`src/pkg/rsx_regs.svh`:
```
`ifndef RSX_REGS_SVH
`define RSX_REGS_SVH

// register offsets (byte addresses, one word each)
`define RSX_OFF_CTRL 8'h00
`define RSX_OFF_OPER 8'h04
`define RSX_OFF_WORK 8'h08
`define RSX_OFF_STAT 8'h0C
`define RSX_OFF_RES 8'h10
`define RSX_OFF_WDOG 8'h14

// ctrl fields
`define RSX_CTRL_GO 0
`define RSX_CTRL_WAKE 1

// oper fields: opcode [1:0], dest [2], file addr [9:3], file data [17:10]
`define RSX_OPER_OP_LSB 0
`define RSX_OPER_DST 2
`define RSX_OPER_ADR_LSB 3
`define RSX_OPER_DAT_LSB 10

// status register bit positions
`define RSX_ST_C 0
`define RSX_ST_DC 1
`define RSX_ST_Z 2
`define RSX_ST_PD 3
`define RSX_ST_TO 4
`define RSX_ST_SLEEP 8

// reset values
`define RSX_STAT_RST 8'h18
`define RSX_WORK_RST 8'h00

// highest file register address
`define RSX_FILE_MAX 127

`endif

```
`src/pkg/rsx_pkg.sv`:
```
package rsx_pkg;

  // instruction selection
  typedef enum logic [1:0] {
    RSX_ROTATE_RIGHT_THROUGH_CARRY,
    RSX_SUBTRACT_WORK_FROM_FILE,
    RSX_SWAP_FILE_NIBBLES,
    RSX_POWER_DOWN
  } rsx_op_t;

  // one decoded instruction with its operand
  typedef struct packed {
    logic [7:0] file_data;
    logic [6:0] file_addr;
    logic dest;
    rsx_op_t op;
  } rsx_instr_t;

  // datapath result handed back to the core
  typedef struct packed {
    logic [7:0] value;
    logic [6:0] file_addr;
    logic to_file;
    logic to_work;
    logic [7:0] status;
  } rsx_result_t;

endpackage

```
`src/rtl/rsx_alu.sv`:
```
`timescale 1ns/1ps
`include "rsx_regs.svh"

module rsx_alu (
  // instruction and operands
  input wire rsx_pkg::rsx_instr_t i_instr,
  input wire logic [7:0] i_work,
  input wire logic [7:0] i_status,
  // combinational result
  output rsx_pkg::rsx_result_t o_result
);
  import rsx_pkg::*;

  logic [8:0] diff;
  logic [4:0] ldiff;

  // subtract as f + ~w + 1 so carry reads as no-borrow
  assign diff = {1'b0, i_instr.file_data} + {1'b0, ~i_work} + 9'h001;
  assign ldiff = {1'b0, i_instr.file_data[3:0]} + {1'b0, ~i_work[3:0]} + 5'h01;

  // per-instruction value, flags and destination
  always_comb begin
    o_result = '0;
    o_result.status = i_status;
    o_result.file_addr = i_instr.file_addr;
    unique case (i_instr.op)
      RSX_ROTATE_RIGHT_THROUGH_CARRY: begin
        o_result.value = {i_status[`RSX_ST_C], i_instr.file_data[7:1]};
        o_result.status[`RSX_ST_C] = i_instr.file_data[0];
        o_result.to_work = ~i_instr.dest;
        o_result.to_file = i_instr.dest;
      end
      RSX_SUBTRACT_WORK_FROM_FILE: begin
        o_result.value = diff[7:0];
        o_result.status[`RSX_ST_C] = diff[8];
        o_result.status[`RSX_ST_DC] = ldiff[4];
        o_result.status[`RSX_ST_Z] = (diff[7:0] == 8'h00);
        o_result.to_work = ~i_instr.dest;
        o_result.to_file = i_instr.dest;
      end
      RSX_SWAP_FILE_NIBBLES: begin
        o_result.value = {i_instr.file_data[3:0], i_instr.file_data[7:4]};
        o_result.to_work = ~i_instr.dest;
        o_result.to_file = i_instr.dest;
      end
      RSX_POWER_DOWN: begin
        // only the two power flags move
        o_result.status[`RSX_ST_PD] = 1'b0;
        o_result.status[`RSX_ST_TO] = 1'b1;
      end
    endcase
  end
endmodule

```
`src/rtl/rsx_exec.sv`:
```
`timescale 1ns/1ps
`include "rsx_regs.svh"

module rsx_exec #(
  parameter int WDOG_WIDTH = 8,
  parameter int PRESC_WIDTH = 8
) (
  // clock and reset
  input wire logic i_clk,
  input wire logic i_rst_n,
  // wishbone slave
  input wire logic i_wb_cyc,
  input wire logic i_wb_stb,
  input wire logic i_wb_we,
  input wire logic [7:0] i_wb_adr,
  input wire logic [3:0] i_wb_sel,
  input wire logic [31:0] i_wb_dat,
  output logic [31:0] o_wb_dat,
  output logic o_wb_ack,
  // file register write-back and core control
  output logic o_file_we,
  output logic [6:0] o_file_addr,
  output logic [7:0] o_file_data,
  output logic o_osc_run,
  output logic o_prefetch,
  output logic o_wdog_clear
);
  import rsx_pkg::*;

  // elaboration check: the read mux has room for 16 bits of each image
  if (WDOG_WIDTH < 1 || WDOG_WIDTH > 16 || PRESC_WIDTH < 1 || PRESC_WIDTH > 16) begin
    $error("rsx_exec: watchdog widths must be 1..16");
  end

  typedef enum logic [1:0] {
    RSX_RUN,
    RSX_ASLEEP
  } rsx_state_t;

  rsx_state_t state_reg;
  rsx_instr_t oper_reg;
  rsx_result_t result;
  logic [7:0] work_reg;
  logic [7:0] status_reg;
  logic [WDOG_WIDTH-1:0] watchdog_counter_reg;
  logic [PRESC_WIDTH-1:0] presc_reg;
  logic [31:0] rd_next;
  logic wr_en;
  logic rd_en;
  logic go;
  logic wake;
  logic exec;

  // word address decode used by read and write paths
  function automatic logic hit(input logic [7:0] adr, input logic [7:0] off);
    hit = (adr[7:2] == off[7:2]);
  endfunction

  assign wr_en = i_wb_cyc & i_wb_stb & i_wb_we & ~o_wb_ack;
  assign rd_en = i_wb_cyc & i_wb_stb & ~i_wb_we & ~o_wb_ack;
  assign go = wr_en & hit(i_wb_adr, `RSX_OFF_CTRL) & i_wb_sel[0] & i_wb_dat[`RSX_CTRL_GO];
  assign wake = wr_en & hit(i_wb_adr, `RSX_OFF_CTRL) & i_wb_sel[0] & i_wb_dat[`RSX_CTRL_WAKE];
  // no instruction cycles while the oscillator is stopped
  assign exec = go & (state_reg == RSX_RUN);

  rsx_alu u_alu (
    .i_instr(oper_reg),
    .i_work(work_reg),
    .i_status(status_reg),
    .o_result(result)
  );

  // single-cycle ack; drops the cycle after it was given
  always_ff @(posedge i_clk or negedge i_rst_n) begin
    if (!i_rst_n) begin
      o_wb_ack <= 1'b0;
    end else begin
      o_wb_ack <= i_wb_cyc & i_wb_stb & ~o_wb_ack;
    end
  end

  // operand register, written byte-wise
  always_ff @(posedge i_clk or negedge i_rst_n) begin
    if (!i_rst_n) begin
      oper_reg <= '0;
    end else if (wr_en && hit(i_wb_adr, `RSX_OFF_OPER)) begin
      if (i_wb_sel[0]) begin
        oper_reg.op <= rsx_op_t'(i_wb_dat[`RSX_OPER_OP_LSB +: 2]);
        oper_reg.dest <= i_wb_dat[`RSX_OPER_DST];
        oper_reg.file_addr[4:0] <= i_wb_dat[`RSX_OPER_ADR_LSB +: 5];
      end
      // fields straddle byte lanes, so each lane loads only its own bits
      if (i_wb_sel[1]) begin
        oper_reg.file_addr[6:5] <= i_wb_dat[`RSX_OPER_ADR_LSB + 5 +: 2];
        oper_reg.file_data[5:0] <= i_wb_dat[`RSX_OPER_DAT_LSB +: 6];
      end
      if (i_wb_sel[2]) begin
        oper_reg.file_data[7:6] <= i_wb_dat[`RSX_OPER_DAT_LSB + 6 +: 2];
      end
    end
  end

  // work register: software load or instruction result
  always_ff @(posedge i_clk or negedge i_rst_n) begin
    if (!i_rst_n) begin
      work_reg <= `RSX_WORK_RST;
    end else if (exec && result.to_work) begin
      work_reg <= result.value;
    end else if (wr_en && hit(i_wb_adr, `RSX_OFF_WORK) && i_wb_sel[0]) begin
      work_reg <= i_wb_dat[7:0];
    end
  end

  // status flags; instruction update beats a software write
  always_ff @(posedge i_clk or negedge i_rst_n) begin
    if (!i_rst_n) begin
      status_reg <= `RSX_STAT_RST;
    end else if (exec) begin
      status_reg <= result.status;
    end else if (wr_en && hit(i_wb_adr, `RSX_OFF_STAT) && i_wb_sel[0]) begin
      status_reg <= i_wb_dat[7:0];
    end
  end

  // file write-back strobe, one cycle per instruction whose result goes to the file
  always_ff @(posedge i_clk or negedge i_rst_n) begin
    if (!i_rst_n) begin
      o_file_we <= 1'b0;
      o_file_addr <= 7'h00;
      o_file_data <= 8'h00;
    end else begin
      o_file_we <= exec & result.to_file;
      if (exec) begin
        o_file_addr <= result.file_addr;
        o_file_data <= result.value;
      end
    end
  end

  // sleep state: oscillator off until software wakes it
  always_ff @(posedge i_clk or negedge i_rst_n) begin
    if (!i_rst_n) begin
      state_reg <= RSX_RUN;
      o_osc_run <= 1'b1;
    end else begin
      unique case (state_reg)
        RSX_RUN: begin
          if (exec && oper_reg.op == RSX_POWER_DOWN) begin
            state_reg <= RSX_ASLEEP;
            o_osc_run <= 1'b0;
          end
        end
        RSX_ASLEEP: begin
          if (wake) begin
            state_reg <= RSX_RUN;
            o_osc_run <= 1'b1;
          end
        end
        default: begin
          state_reg <= RSX_RUN;
          o_osc_run <= 1'b1;
        end
      endcase
    end
  end

  // prefetch of pc+1 while sleep executes; watchdog clear pulse
  always_ff @(posedge i_clk or negedge i_rst_n) begin
    if (!i_rst_n) begin
      o_prefetch <= 1'b0;
      o_wdog_clear <= 1'b0;
    end else begin
      o_prefetch <= exec & (oper_reg.op == RSX_POWER_DOWN);
      o_wdog_clear <= exec & (oper_reg.op == RSX_POWER_DOWN);
    end
  end

  // watchdog and prescaler images: prescaler counts instruction
  // cycles, counter steps on prescaler wrap; both stop in sleep
  always_ff @(posedge i_clk or negedge i_rst_n) begin
    if (!i_rst_n) begin
      presc_reg <= '0;
      watchdog_counter_reg <= '0;
    end else if (exec && oper_reg.op == RSX_POWER_DOWN) begin
      presc_reg <= '0;
      watchdog_counter_reg <= '0;
    end else if (exec) begin
      presc_reg <= presc_reg + 1'b1;
      if (&presc_reg) begin
        watchdog_counter_reg <= watchdog_counter_reg + 1'b1;
      end
    end
  end

  // read mux; unmapped words read as zero
  always_comb begin
    rd_next = 32'h0000_0000;
    if (hit(i_wb_adr, `RSX_OFF_OPER)) begin
      rd_next[17:0] = {oper_reg.file_data, oper_reg.file_addr, oper_reg.dest, oper_reg.op};
    end else if (hit(i_wb_adr, `RSX_OFF_WORK)) begin
      rd_next[7:0] = work_reg;
    end else if (hit(i_wb_adr, `RSX_OFF_STAT)) begin
      rd_next[7:0] = status_reg;
      rd_next[`RSX_ST_SLEEP] = (state_reg == RSX_ASLEEP);
    end else if (hit(i_wb_adr, `RSX_OFF_RES)) begin
      rd_next[15:0] = {o_file_data, 1'b0, o_file_addr};
    end else if (hit(i_wb_adr, `RSX_OFF_WDOG)) begin
      // prescaler in the upper half, counter in the lower half
      rd_next[31:16] = 16'(presc_reg);
      rd_next[15:0] = 16'(watchdog_counter_reg);
    end
  end

  always_ff @(posedge i_clk or negedge i_rst_n) begin
    if (!i_rst_n) begin
      o_wb_dat <= 32'h0000_0000;
    end else if (rd_en) begin
      o_wb_dat <= rd_next;
    end
  end
endmodule

```
`config.mk`:
```
export PLATFORM = sky130hd
export DESIGN_NAME = rsx_exec
export DESIGN_NICKNAME = d
export VERILOG_FILES = /design/src/pkg/rsx_pkg.sv /design/src/rtl/rsx_alu.sv /design/src/rtl/rsx_exec.sv
export VERILOG_INCLUDE_DIRS = /design/src /design/src/pkg
export SDC_FILE = /design/constraint.sdc
export NUM_CORES = 1
export LEC_CHECK = 0
export BUFFER_PORTS_ARGS = -buffer_cell sky130_fd_sc_hd__buf_2
export CAP_MARGIN = 20
export CORE_UTILIZATION = 38
export DETAILED_ROUTE_END_ITERATION = 8
export PLACE_DENSITY = 0.6
export SYNTH_ARGS = -nofsm -noshare
export SYNTH_HDL_FRONTEND = slang
export SYNTH_SLANG_ARGS = --single-unit
```
`constraint.sdc`:
```
create_clock -name i_clk -period 6.6 [get_ports i_clk]
set_input_delay 0.66 -clock i_clk [delete_from_list [all_inputs] [get_ports i_clk]]
set_output_delay 0.66 -clock i_clk [all_outputs]
set_load 0.005 [all_outputs]
```
Yosys cells after proc, flatten, opt, wreduce, memory -nomap -nowiden
Cells that the tools add are included.

word-level totals
  input port bits = 49
  bits in registers = 103
  output and inout port bits = 52

cells by class
  add/sub/neg operators = 6
  bitwise logic cells = 19
  mux-type cells = 33
  eq/ne operators = 14
  reduce and logical (&&, ||, !) cells = 26

operators by type and width
  operator                                             count
  two-way mux 32 bit                                   4
  two-way mux 8 bit                                    8
  two-way mux 24 bit                                   2
  two-way mux 16 bit                                   2
  case mux 8 bit (3 select lines)                      1
  two-way mux 23 bit                                   1
  two-way mux 18 bit                                   1
  AND reduction 2 bit                                  9
  adder 8 x 1 -> 8 bit, second input constant          2
  two-way mux 14 bit                                   1
  bitwise AND 1 bit                                    13
  equality test 6 x 2 -> 1 bit, second input constant  2
  equality test 6 x 3 -> 1 bit, second input constant  2
  two-way mux 2 bit                                    5
  two-way mux 5 bit                                    2
  adder 8 x 8 -> 9 bit                                 1
  adder 9 x 1 -> 9 bit, second input constant          1
  two-way mux 9 bit                                    1
  zero test 8 bit                                      1
  NOT 8 bit                                            1
  AND reduction 8 bit                                  1
  nonzero test 2 bit                                   4
  logical AND 1 bit                                    7
  equality test 6 x 1 -> 1 bit, second input constant  1
  15 further kinds                                     25

Logic depth before layout (Yosys ltp)
Gate-level depths: netlist of run 1.

  word-level depth = 10
  mapped depth = 10
  mapped depth without buffers = 10

Hierarchy
From an unflattened synthesis of run 1, not the netlist that was laid out.

unflattened totals
  cell total of the unflattened synthesis = 567
  area total of the unflattened synthesis = 5350.1 um2

by module, submodules not included
  module    instances  cells each  area each (um2)
  rsx_exec  1          468         4631.9
  rsx_alu   1          99          718.2

Least setup slack after synthesis of run 1
Ideal clock, no wire load.

  path type = in2reg
  start = input i_wb_adr[4]
  end = register work_reg[7]
  library setup time = 0.125 ns
  arrival time = 2.135 ns
  setup slack = 4.341 ns
  stages = 6
  required time = 6.475 ns
  path buffers = 1
  cell sequence = or3_4 or3b_2 buf_4 nor4_4 o21ai_0 mux2_2

between the ends
  cells in the longest elaborated chain, start to end = 7
  elaborated cells on any way between the ends = 11

ends and longest elaborated chain
  element                                                  RTL line         text
  from (decl)                                              rsx_exec.sv:15   input wire logic [7:0] i_wb_adr,
  zero test 6 bit                                          rsx_exec.sv:56   hit = (adr[7:2] == off[7:2]);
  bitwise AND 1 bit (3 in series)                          rsx_exec.sv:61   assign go = wr_en & hit(i_wb_adr, `RSX_OFF_CTRL) & i_wb_sel[0] & i_wb_dat[`RSX_CTRL_GO];
  bitwise AND 1 bit                                        rsx_exec.sv:64   assign exec = go & (state_reg == RSX_RUN);
  logical AND 1 bit                                        rsx_exec.sv:107  end else if (exec && result.to_work) begin
  two-way mux 8 bit or nonzero test 2 bit (tied branches)  -
  to (signal assigned)                                     rsx_exec.sv:106  work_reg <= `RSX_WORK_RST;
  to (signal assigned)                                     rsx_exec.sv:108  work_reg <= result.value;
  to (signal assigned)                                     rsx_exec.sv:110  work_reg <= i_wb_dat[7:0];
  to (decl)                                                rsx_exec.sv:43   logic [7:0] work_reg;

Several ways; a longest one is shown, not always the timed one.
A chain may end at the register's enable or synchronous reset.

Worst setup path in the final report of run 1
  start = input i_wb_adr[3]
  end = register oper_reg[6] (netlist name)

between the ends
  cells in the longest elaborated chain, start to end = 3

ends and longest elaborated chain
  element                        RTL line        text
  equality test 6 x 1 -> 1 bit   rsx_exec.sv:56
  logical AND 1 bit              rsx_exec.sv:86  end else if (wr_en && hit(i_wb_adr, `RSX_OFF_OPER)) begin
  AND reduction 2 bit (no line)  -
  to (decl)                      rsx_exec.sv:41  rsx_instr_t oper_reg;

Every way passes these cells.

==> results of run 1 <==
worst max-delay path, cell delays in order:
cell and delay [ns]:
buf_2 0.13, nor4_1 0.65, and3b_1 0.76, and2_1 0.55, mux2_2 0.40
cells in the mapped netlist (all sizes together) (12+ instances only):
cell,number,area [µm²]
dfrtp,91,2280
nand2,69,259
nor2,50,188
o21ai,37,185
mux2,28,315
mux2i,28,280
nand3,18,90.1
a21oi,17,85.1
buf,17,116
clkbuf,15,56.3
o22ai,12,75.1
kinds of logic (layout without fill, tap and decap cells):
| group | after synthesis | after routing | share of synthesized area |
|---|---|---|---|
| AND/OR/NAND/NOR | 178 | 178 | 0.175 |
| AO/OA/AOI/OAI | 108 | 108 | 0.140 |
| XOR/XNOR | 6 | 6 | 0.0106 |
| adder cells (fa/ha/maj) | 12 | 12 | 0.0319 |
| flip-flops | 94 | 94 | 0.477 |
| multiplexers | 56 | 56 | 0.121 |
| buffers and inverters | 43 | 104 | 0.0433 |
| other | 1 | 8 | 0.000759 |
final cells by class:
cell class / count / share of cell area
multi-input combinational: 368 / 0.421
sequential: 94 / 0.414
timing repair buffer: 78 / 0.0704
clock buffer: 11 / 0.0444
tap: 172 / 0.0378
inverter: 11 / 0.00726
clock inverter: 4 / 0.00528
power groups by stage:
| stage | sequential, mW | clock (mW) | combinational (mW) |
|---|---|---|---|
| 3_3_place_gp | 0.621 | 0 | 0.114 |
| 5_1_grt | 0.613 | 0.536 | 0.131 |
| 3_5_place_dp | 0.621 | 0 | 0.117 |
| 2_1_floorplan | 0.619 | 0 | 0.0661 |
| 6_report | 0.610 | 0.501 | 0.117 |
| 4_1_cts | 0.610 | 0.515 | 0.118 |
routing by layer:
| metal | global-route usage | vias up |
|---|---|---|
| li1 | - | 1897 |
| met1 | 0.270 | 1944 |
| met2 | 0.344 | 126 |
| met3 | 0.0392 | 25 |
| met4 | 0.114 | 0 |
| met5 | 0 | - |
metrics by stage:
| stage | cell area [µm²] | hold WS [ns] | worst slack (ns) | std cells |
|---|---|---|---|---|
| final | 5690 | 0.186 | 3.68 | 738 |
| after global routing | 5690 | 0.201 | 3.52 | 738 |
| after CTS | 5690 | 0.188 | 3.76 | 738 |
| after detailed placement | 5410 | 0.452 | 3.38 | 723 |
| after global placement | 5410 | 0.446 | 3.41 | 723 |
| after floorplan | 4960 | 0.364 | 4.34 | 505 |
worst max path at each step:
stage	to	slack, ns	cells past startpoint
finish	oper_reg[6]	3.68	5
global route	oper_reg[6]	3.52	5
CTS	oper_reg[6]	3.76	5
detailed placement	work_reg[3]	3.38	7
global placement	work_reg[3]	3.41	7
floorplan	work_reg[7]	4.34	6
==> impl_metrics.toml, run 1 <==
[logic_synthesis]
synth.avg_cell_area_um2 = 9.92
synth.distinct_cells = 60
ys_async_sr_fraction = 1.00
yosys_register_bits = 94
synthCells = 498
netlist_area_mm2 = 0.00494
synth-seq-area-share = 0.477
yosysWarnings = 0
synth-edff-count = 0
ys.flop_type = "dfrtp_1"

[routing]
drt_iter0_drc = 213
wl_met2_um = 6460
viasPerCell = 5.41
dr.max_layer_used = "met4"
route.met3.wl_um = 668
met1Wirelength_um = 5870
routed_wl_um = 13400
wl_per_cell_um = 18.1
drtPass1Iterations = 4
drc = 0
vias = 3992
drtAntennaViolNets = 0

[timing]
period_needed_ns = 2.92
rsz0062_at_grt = "no"
max-slew-margin-rel = 0.379
fmax_ghz = 0.343
finalMaxSlewViolations = 0
fin_crit_sh = 0.442
setup-tns-final_ns = 0
finalHoldViolCount = 0
skew_ns = 0.0119
finalSetupViolations = 0
tightest_slew_ns = 0.932

[place]
post-dp-hpwl_um = 9830
gp_congestion = 0.882
port_buffers = 75

[power]
clkPwrFrac = 0.408
leakage_nw = 2.80
power_frac_comb = 0.095
ir_drop_mv = 0.106
pwr-share-seq = 0.497
power.density_mw_per_mm2 = 216
p_total_mw = 1.23
switchingPower_uw = 309
sw_frac_of_total = 0.251
cellInternalPower_uw = 919

[floorplan]
die_w_um = 116
rows = 41
fp.dieH_um = 116
ios = 101
die-area_mm2 = 0.0135
core_area_mm2 = 0.0127
start_util = 0.390

[clocking]
cts_setup_buffers = 0
cts_root_buf = "clkbuf_16"
clock_sinks = 94
clockBufferDepth = 2
clk_pin_slew_ns = 0.07
ctsHoldBuffers = 0
numCtsBuffers = 9
clock_latency_ns = 0.35
cts_tree = "done"
ctsResizeCount = 0
htree_levels = 3

[setup_path]
worstSetupStartpoint = "i_wb_adr[3]"
r2r.worst_path.cells = 6
r2r-end = "work_reg[3]"
r2r_start = "o_wb_ack"
arrival_ns = 3.15
setup.worst_path.end_class = "register"
crit_fanout = 16
r2r_slack_ns = 3.76
cp.required_ns = 6.84
critPathKind = "primary input to register"
start_kind = "primary input"

[cells_and_area]
fillers = 1285
diodes = 0
multi_input_area_mm2 = 0.00239
layout-drive-gt1-share = 0.244
regArea_mm2 = 0.00236
final_common_cell = "dfrtp_1"
synthToLayoutAreaGrowth_pct = 15.2
final_nets = 623
final_util = 0.449
largest_reg_flops = 24
final_cell_mix = "dfrtp_1, buf_2, nand2_1"

[hold_path]
min_path_type = "primary input to asynchronous set/reset pin"

[grt]
grt_pass1_vias = 3949
grt_pass1_wl_um = 21100
grt_usage = 0.212
grt_max_degree = 75
grt_antenna_before_repair = 0
grt_overflow = 0

[outcome]
outcome = "completed"

[job]
max_cap_viol_count = 0
Power figures use the tool's default switching activity.
==> run 2, diff against run 1 <==
- clock period: 6.6 -> 2.7 ns (I/O delays scaled with it)
==> impl_metrics.toml, run 2 (synthesis gave the netlist of run 1 again) <==
[timing]
fin_hold_ws_ns = -0.0236
finalHoldViolCount = 37
skew_ns = 0.0111
fin_crit_sh = 0.939
setup-tns-final_ns = 0
tightest_slew_ns = 0.685
fmax_ghz = 0.394
finalSetupViolations = 0
period_needed_ns = 2.54
finalMaxSlewViolations = 0
max-slew-margin-rel = 0.543
rsz0062_at_grt = "no"

[routing]
vias = 4186
viasPerCell = 5.57
drtPass1Iterations = 6
drtAntennaViolNets = 0
drc = 0
routed_wl_um = 13500
drt_iter0_drc = 282
wl_per_cell_um = 18.0

[outcome]
violations = "negative hold slack"
outcome = "finished with violations"

[power]
leakage_nw = 2.87
switchingPower_uw = 740
ir_drop_mv = 0.282
cellInternalPower_mw = 2.32
power.density_mw_per_mm2 = 527
pwr-share-seq = 0.486
power_frac_comb = 0.097
clkPwrFrac = 0.417
sw_frac_of_total = 0.242

[clocking]
ctsHoldBuffers = 0
cts_setup_buffers = 0
htree_levels = 3
cts_root_buf = "clkbuf_16"
cts_tree = "done"
clock_latency_ns = 0.34
clockBufferDepth = 2
ctsResizeCount = 0
clock_sinks = 94
numCtsBuffers = 9
clk_pin_slew_ns = 0.07

[floorplan]
rows = 41
core_area_mm2 = 0.0127
fp.dieH_um = 116
ios = 101
die_w_um = 116
die-area_mm2 = 0.0135
start_util = 0.390

[cells_and_area]
diodes = 0
largest_reg_flops = 24
synthToLayoutAreaGrowth_pct = 17.6
fillers = 1245
final_cell_mix = "dfrtp_1, buf_2, nand2_1"
final_common_cell = "dfrtp_1"
final_nets = 635
layout-drive-gt1-share = 0.259

[setup_path]
setup.worst_path.end = "status_reg[2]"
crit_fanout = 5
setup.worst_path.end_class = "register"
arrival_ns = 2.80
r2r_start = "oper_reg[10]"
r2r.worst_path.cells = 10
start_kind = "register"
cp.required_ns = 2.96
worstSetupStartpoint = "oper_reg[10]"
critPathKind = "register to register"
r2r_slack_ns = 0.16
r2r-end = "status_reg[2]"

[job]
max_cap_viol_count = 0

[place]
port_buffers = 75
post-dp-hpwl_um = 10200
gp_congestion = 0.909

[hold_path]
min_path_type = "primary input to asynchronous set/reset pin"

[grt]
grt_pass1_vias = 4146
grt_pass1_wl_um = 21600
grt_overflow = 0
grt_usage = 0.214
grt_antenna_before_repair = 0
grt_max_degree = 54
## run 2: final cells by class
cell class | instances | area (µm²) | share of cell area
sequential | 94 | 2360 | 0.406
clock buffer | 11 | 243 | 0.0418
timing repair buffer | 90 | 503 | 0.0866
multi-input combinational | 368 | 2390 | 0.412
clock inverter | 5 | 56.3 | 0.00969
inverter | 11 | 41.3 | 0.00711
tap | 172 | 215 | 0.0370
## run 2: power groups by stage
stage	clock network [mW]	logic, mW	registers [mW]
3_5_place_dp	0	0.296	1.52
4_1_cts	1.29	0.298	1.49
3_3_place_gp	0	0.287	1.51
2_1_floorplan	0	0.162	1.51
6_report	1.28	0.296	1.49
5_1_grt	1.34	0.332	1.50
## run 2: worst min path at each step
stage	end	slack, ns	cells after the start
final	o_wb_dat[16]	-0.02	1
after CTS	presc_reg[2]	0.003	1
after detailed placement	o_wb_dat[16]	0.36	1
after floorplan	o_file_addr[0]	-0.03	0
after global placement	o_wb_dat[18]	0.36	1
after global routing	o_wb_dat[18]	0.03	1
## run 2: metrics by stage
step           total power [mW]  cell area (µm²)  cells   util  worst slack (ns)
4_1_cts                    3.08             5810    751  0.458             0.187
2_1_floorplan              1.67             4960    505      -             0.461
6_report                   3.06             5810    751  0.458             0.165
3_5_place_dp               1.81             5510    735  0.435             0.203
3_3_place_gp               1.80             5510    735  0.435             0.256
5_1_grt                    3.17             5810    751  0.458            0.0340
## run 2: metal layers
layer | track usage | up-vias | wire length (µm)
li1 | - | 1929 | -
met1 | 0.278 | 2095 | 5980
met2 | 0.356 | 136 | 6590
met3 | 0.0241 | 26 | 516
met4 | 0.103 | 0 | 434
met5 | 0 | - | 0
## run 2: critical path: stages (launching register included)
cell	delay, ns
dfrtp_1	0.46
inv_1	0.11
ha_1	0.15
inv_1	0.05
fa_1	0.40
a21o_1	0.19
a31o_2	0.26
a211oi_1	0.23
nor2_1	0.09
a2111o_1	0.38
a21oi_1	0.15
==> run 3, diff against run 2 <==
--- a/config.mk
+++ b/config.mk
@@ -7,4 +7,5 @@
 export NUM_CORES = 1
 export LEC_CHECK = 0
+export ABC_AREA = 1
 export BUFFER_PORTS_ARGS = -buffer_cell sky130_fd_sc_hd__buf_2
 export CAP_MARGIN = 20
==> constraint.sdc (replaced) <==
create_clock -name i_clk -period 2.7 [get_ports i_clk]
set_input_delay 0.135 -clock i_clk [delete_from_list [all_inputs] [get_ports i_clk]]
set_output_delay 0.135 -clock i_clk [all_outputs]
set_load 0.005 [all_outputs]
==> impl_metrics.toml, run 3 <==
[logic_synthesis]
synth-xor-area-share = 0.0157
synth_common_cells = "nand2_1, dfrtp_1, inv_1"
yosys.area_share.simple = 0.224
synth.avg_cell_area_um2 = 8.14
synth_most_common_cell = "nand2_1"
yosysTopAreaCellShare = 0.454
synth-compound-area-share = 0.161
synth-edff-count = 0
synth_top_family_by_area = "simple AND/OR/NAND/NOR gates"
synth.largest_area_cell = "dfrtp_1"
synth.distinct_cells = 44
synthCells = 616
synth-seq-area-share = 0.470
synth_area_leaders = "dfrtp_1, nand2_1, inv_1"
yosys_register_bits = 94
yosysWarnings = 0
synthMuxAreaShare = 0.00200
ys.flop_type = "dfrtp_1"
ys_async_sr_fraction = 1.00
netlist_area_mm2 = 0.00501
synthAdderAreaFrac = 0.0314

[timing]
finalHoldViolCount = 0
skew_ns = 0.00727
fin_crit_sh = 0.784
period_needed_ns = 2.12
tightest_slew_ns = 0.557
finalSetupViolations = 0
rsz0062_at_grt = "no"
setup-tns-final_ns = 0
fmax_ghz = 0.473
max-slew-margin-rel = 0.627
finalMaxSlewViolations = 0
fin_hold_ws_ns = 0.0352

[clocking]
cts_root_buf = "clkbuf_16"
htree_levels = 3
clock_sinks = 94
clk_pin_slew_ns = 0.07
clock_latency_ns = 0.34
numCtsBuffers = 9
cts_tree = "done"
clockBufferDepth = 2

[cells_and_area]
largest_reg_flops = 24
diodes = 0
layout-drive-gt1-share = 0.180
final_cell_mix = "nand2_1, dfrtp_1, inv_1"
synthToLayoutAreaGrowth_pct = 17.0
final_common_cell = "nand2_1"
final_nets = 755

[setup_path]
start_kind = "register"
setup.worst_path.end_class = "register"
cp.required_ns = 2.98
critPathKind = "register to register"
arrival_ns = 2.39
crit_fanout = 5

[routing]
drt_iter0_drc = 326
vias = 4445
drtPass1Iterations = 5
drtAntennaViolNets = 0
drc = 0
routed_wl_um = 13900
wl_per_cell_um = 16.0
viasPerCell = 5.10

[job]
max_cap_viol_count = 0

[place]
gp_congestion = 0.921
post-dp-hpwl_um = 10700
port_buffers = 75

[floorplan]
start_util = 0.394
die-area_mm2 = 0.0137
die_w_um = 117
ios = 101
fp.dieH_um = 117
core_area_mm2 = 0.0127
rows = 41

[grt]
grt_antenna_before_repair = 0
grt_pass1_wl_um = 22300
grt_usage = 0.220
grt_max_degree = 95
grt_overflow = 0
grt_pass1_vias = 4339

[power]
ir_drop_mv = 0.258
leakage_nw = 3.09
power.density_mw_per_mm2 = 519

[hold_path]
min_path_type = "primary input to register"

[outcome]
outcome = "completed"
==> run 3: cell types whose count changed after synthesis, sizes merged, moves of 17 or more <==
cell,before,now
nand2,69,146
inv,11,87
mux2,28,0
mux2i,28,1
nand3,18,40
a21oi,17,34
==> run 3: final cells by class <==
cell class / count / area [µm²]
clock buffers: 12 / 256
flip-flops and latches: 94 / 2360
inverters: 88 / 330
clock inverters: 4 / 45.0
multi-input cells: 418 / 2210
well taps: 172 / 215
fillers: 1316 / 6860
repair buffers: 83 / 453
==> run 3: per-stage QoR <==
| step | power (mW) | utilization | area, µm² | instances | worst slack, ns |
|---|---|---|---|---|---|
| 2_1_floorplan | 1.65 | - | 5040 | 623 | 0.874 |
| 3_3_place_gp | 1.77 | 0.437 | 5550 | 854 | 0.688 |
| 3_5_place_dp | 1.78 | 0.437 | 5550 | 854 | 0.637 |
| 4_1_cts | 3.07 | 0.461 | 5870 | 871 | 0.587 |
| 5_1_grt | 3.16 | 0.461 | 5870 | 871 | 0.401 |
| 6_report | 3.04 | 0.461 | 5870 | 871 | 0.584 |
==> run 3: critical path: stages, from the launching register on <==
cell	delay, ns
dfrtp_1	0.38
inv_1	0.15
ha_1	0.17
inv_1	0.05
fa_1	0.40
xnor2_1	0.26
nand3_1	0.11
nor2_1	0.16
nand3_2	0.07
nor2_1	0.08
nand3_1	0.09
a21oi_2	0.13
==> run 3: cells by family (layout without fill, tap and decap cells) <==
family                   count (synthesis)  in the layout
buffers and inverters                  111            187
adder cells (fa/ha/maj)                 12             12
XOR/XNOR                                 9              9
multiplexers                             1              1
other                                    1              8
AND/OR/NAND/NOR                        254            254
AO/OA/AOI/OAI                          134            134
flip-flops                              94             94
==> run 3: what timing repair did <==
action,in CTS,in global routing
resized for setup,0,0
hold endpoints to repair,91,0
setup endpoints to repair,0,0
hold buffers,1,0
setup buffers,0,0
==> run 3: final timing paths <==
check | start | end | slack, ns | depth (start not counted)
worst max register to register | oper_reg[10] | status_reg[2] | 0.58 | 11
max in group asynchronous | i_rst_n | oper_reg[15] | 1.93 | 3
min in group asynchronous | i_rst_n | o_wdog_clear | 0.37 | 3
worst min register to register | o_wb_dat[20] | o_wb_dat[20] | 0.48 | 2
worst min-delay path | i_wb_dat[16] | oper_reg[16] | 0.04 | 3
worst max-delay path | oper_reg[10] | status_reg[2] | 0.58 | 11
==> run 3: layer usage <==
| metal | wire, µm | vias up | GRT usage | part of all wire |
|---|---|---|---|---|
| met1 | 6260 | 2143 | 0.288 | 0.45 |
| met2 | 6750 | 117 | 0.364 | 0.48 |
| li1 | - | 2161 | - | - |
| met3 | 620 | 24 | 0.0340 | 0.044 |
| met4 | 312 | 0 | 0.0911 | 0.022 |
| met5 | 0 | - | 0 | 0 |
==> run 3: power breakdown <==
part | total (mW) | switching, mW | leakage, nW | internal, mW
logic | 0.269 | 0.170 | 1.80 | 0.0996
registers | 1.48 | 0.0303 | 1.13 | 1.45
clock network | 1.29 | 0.527 | 0.152 | 0.764
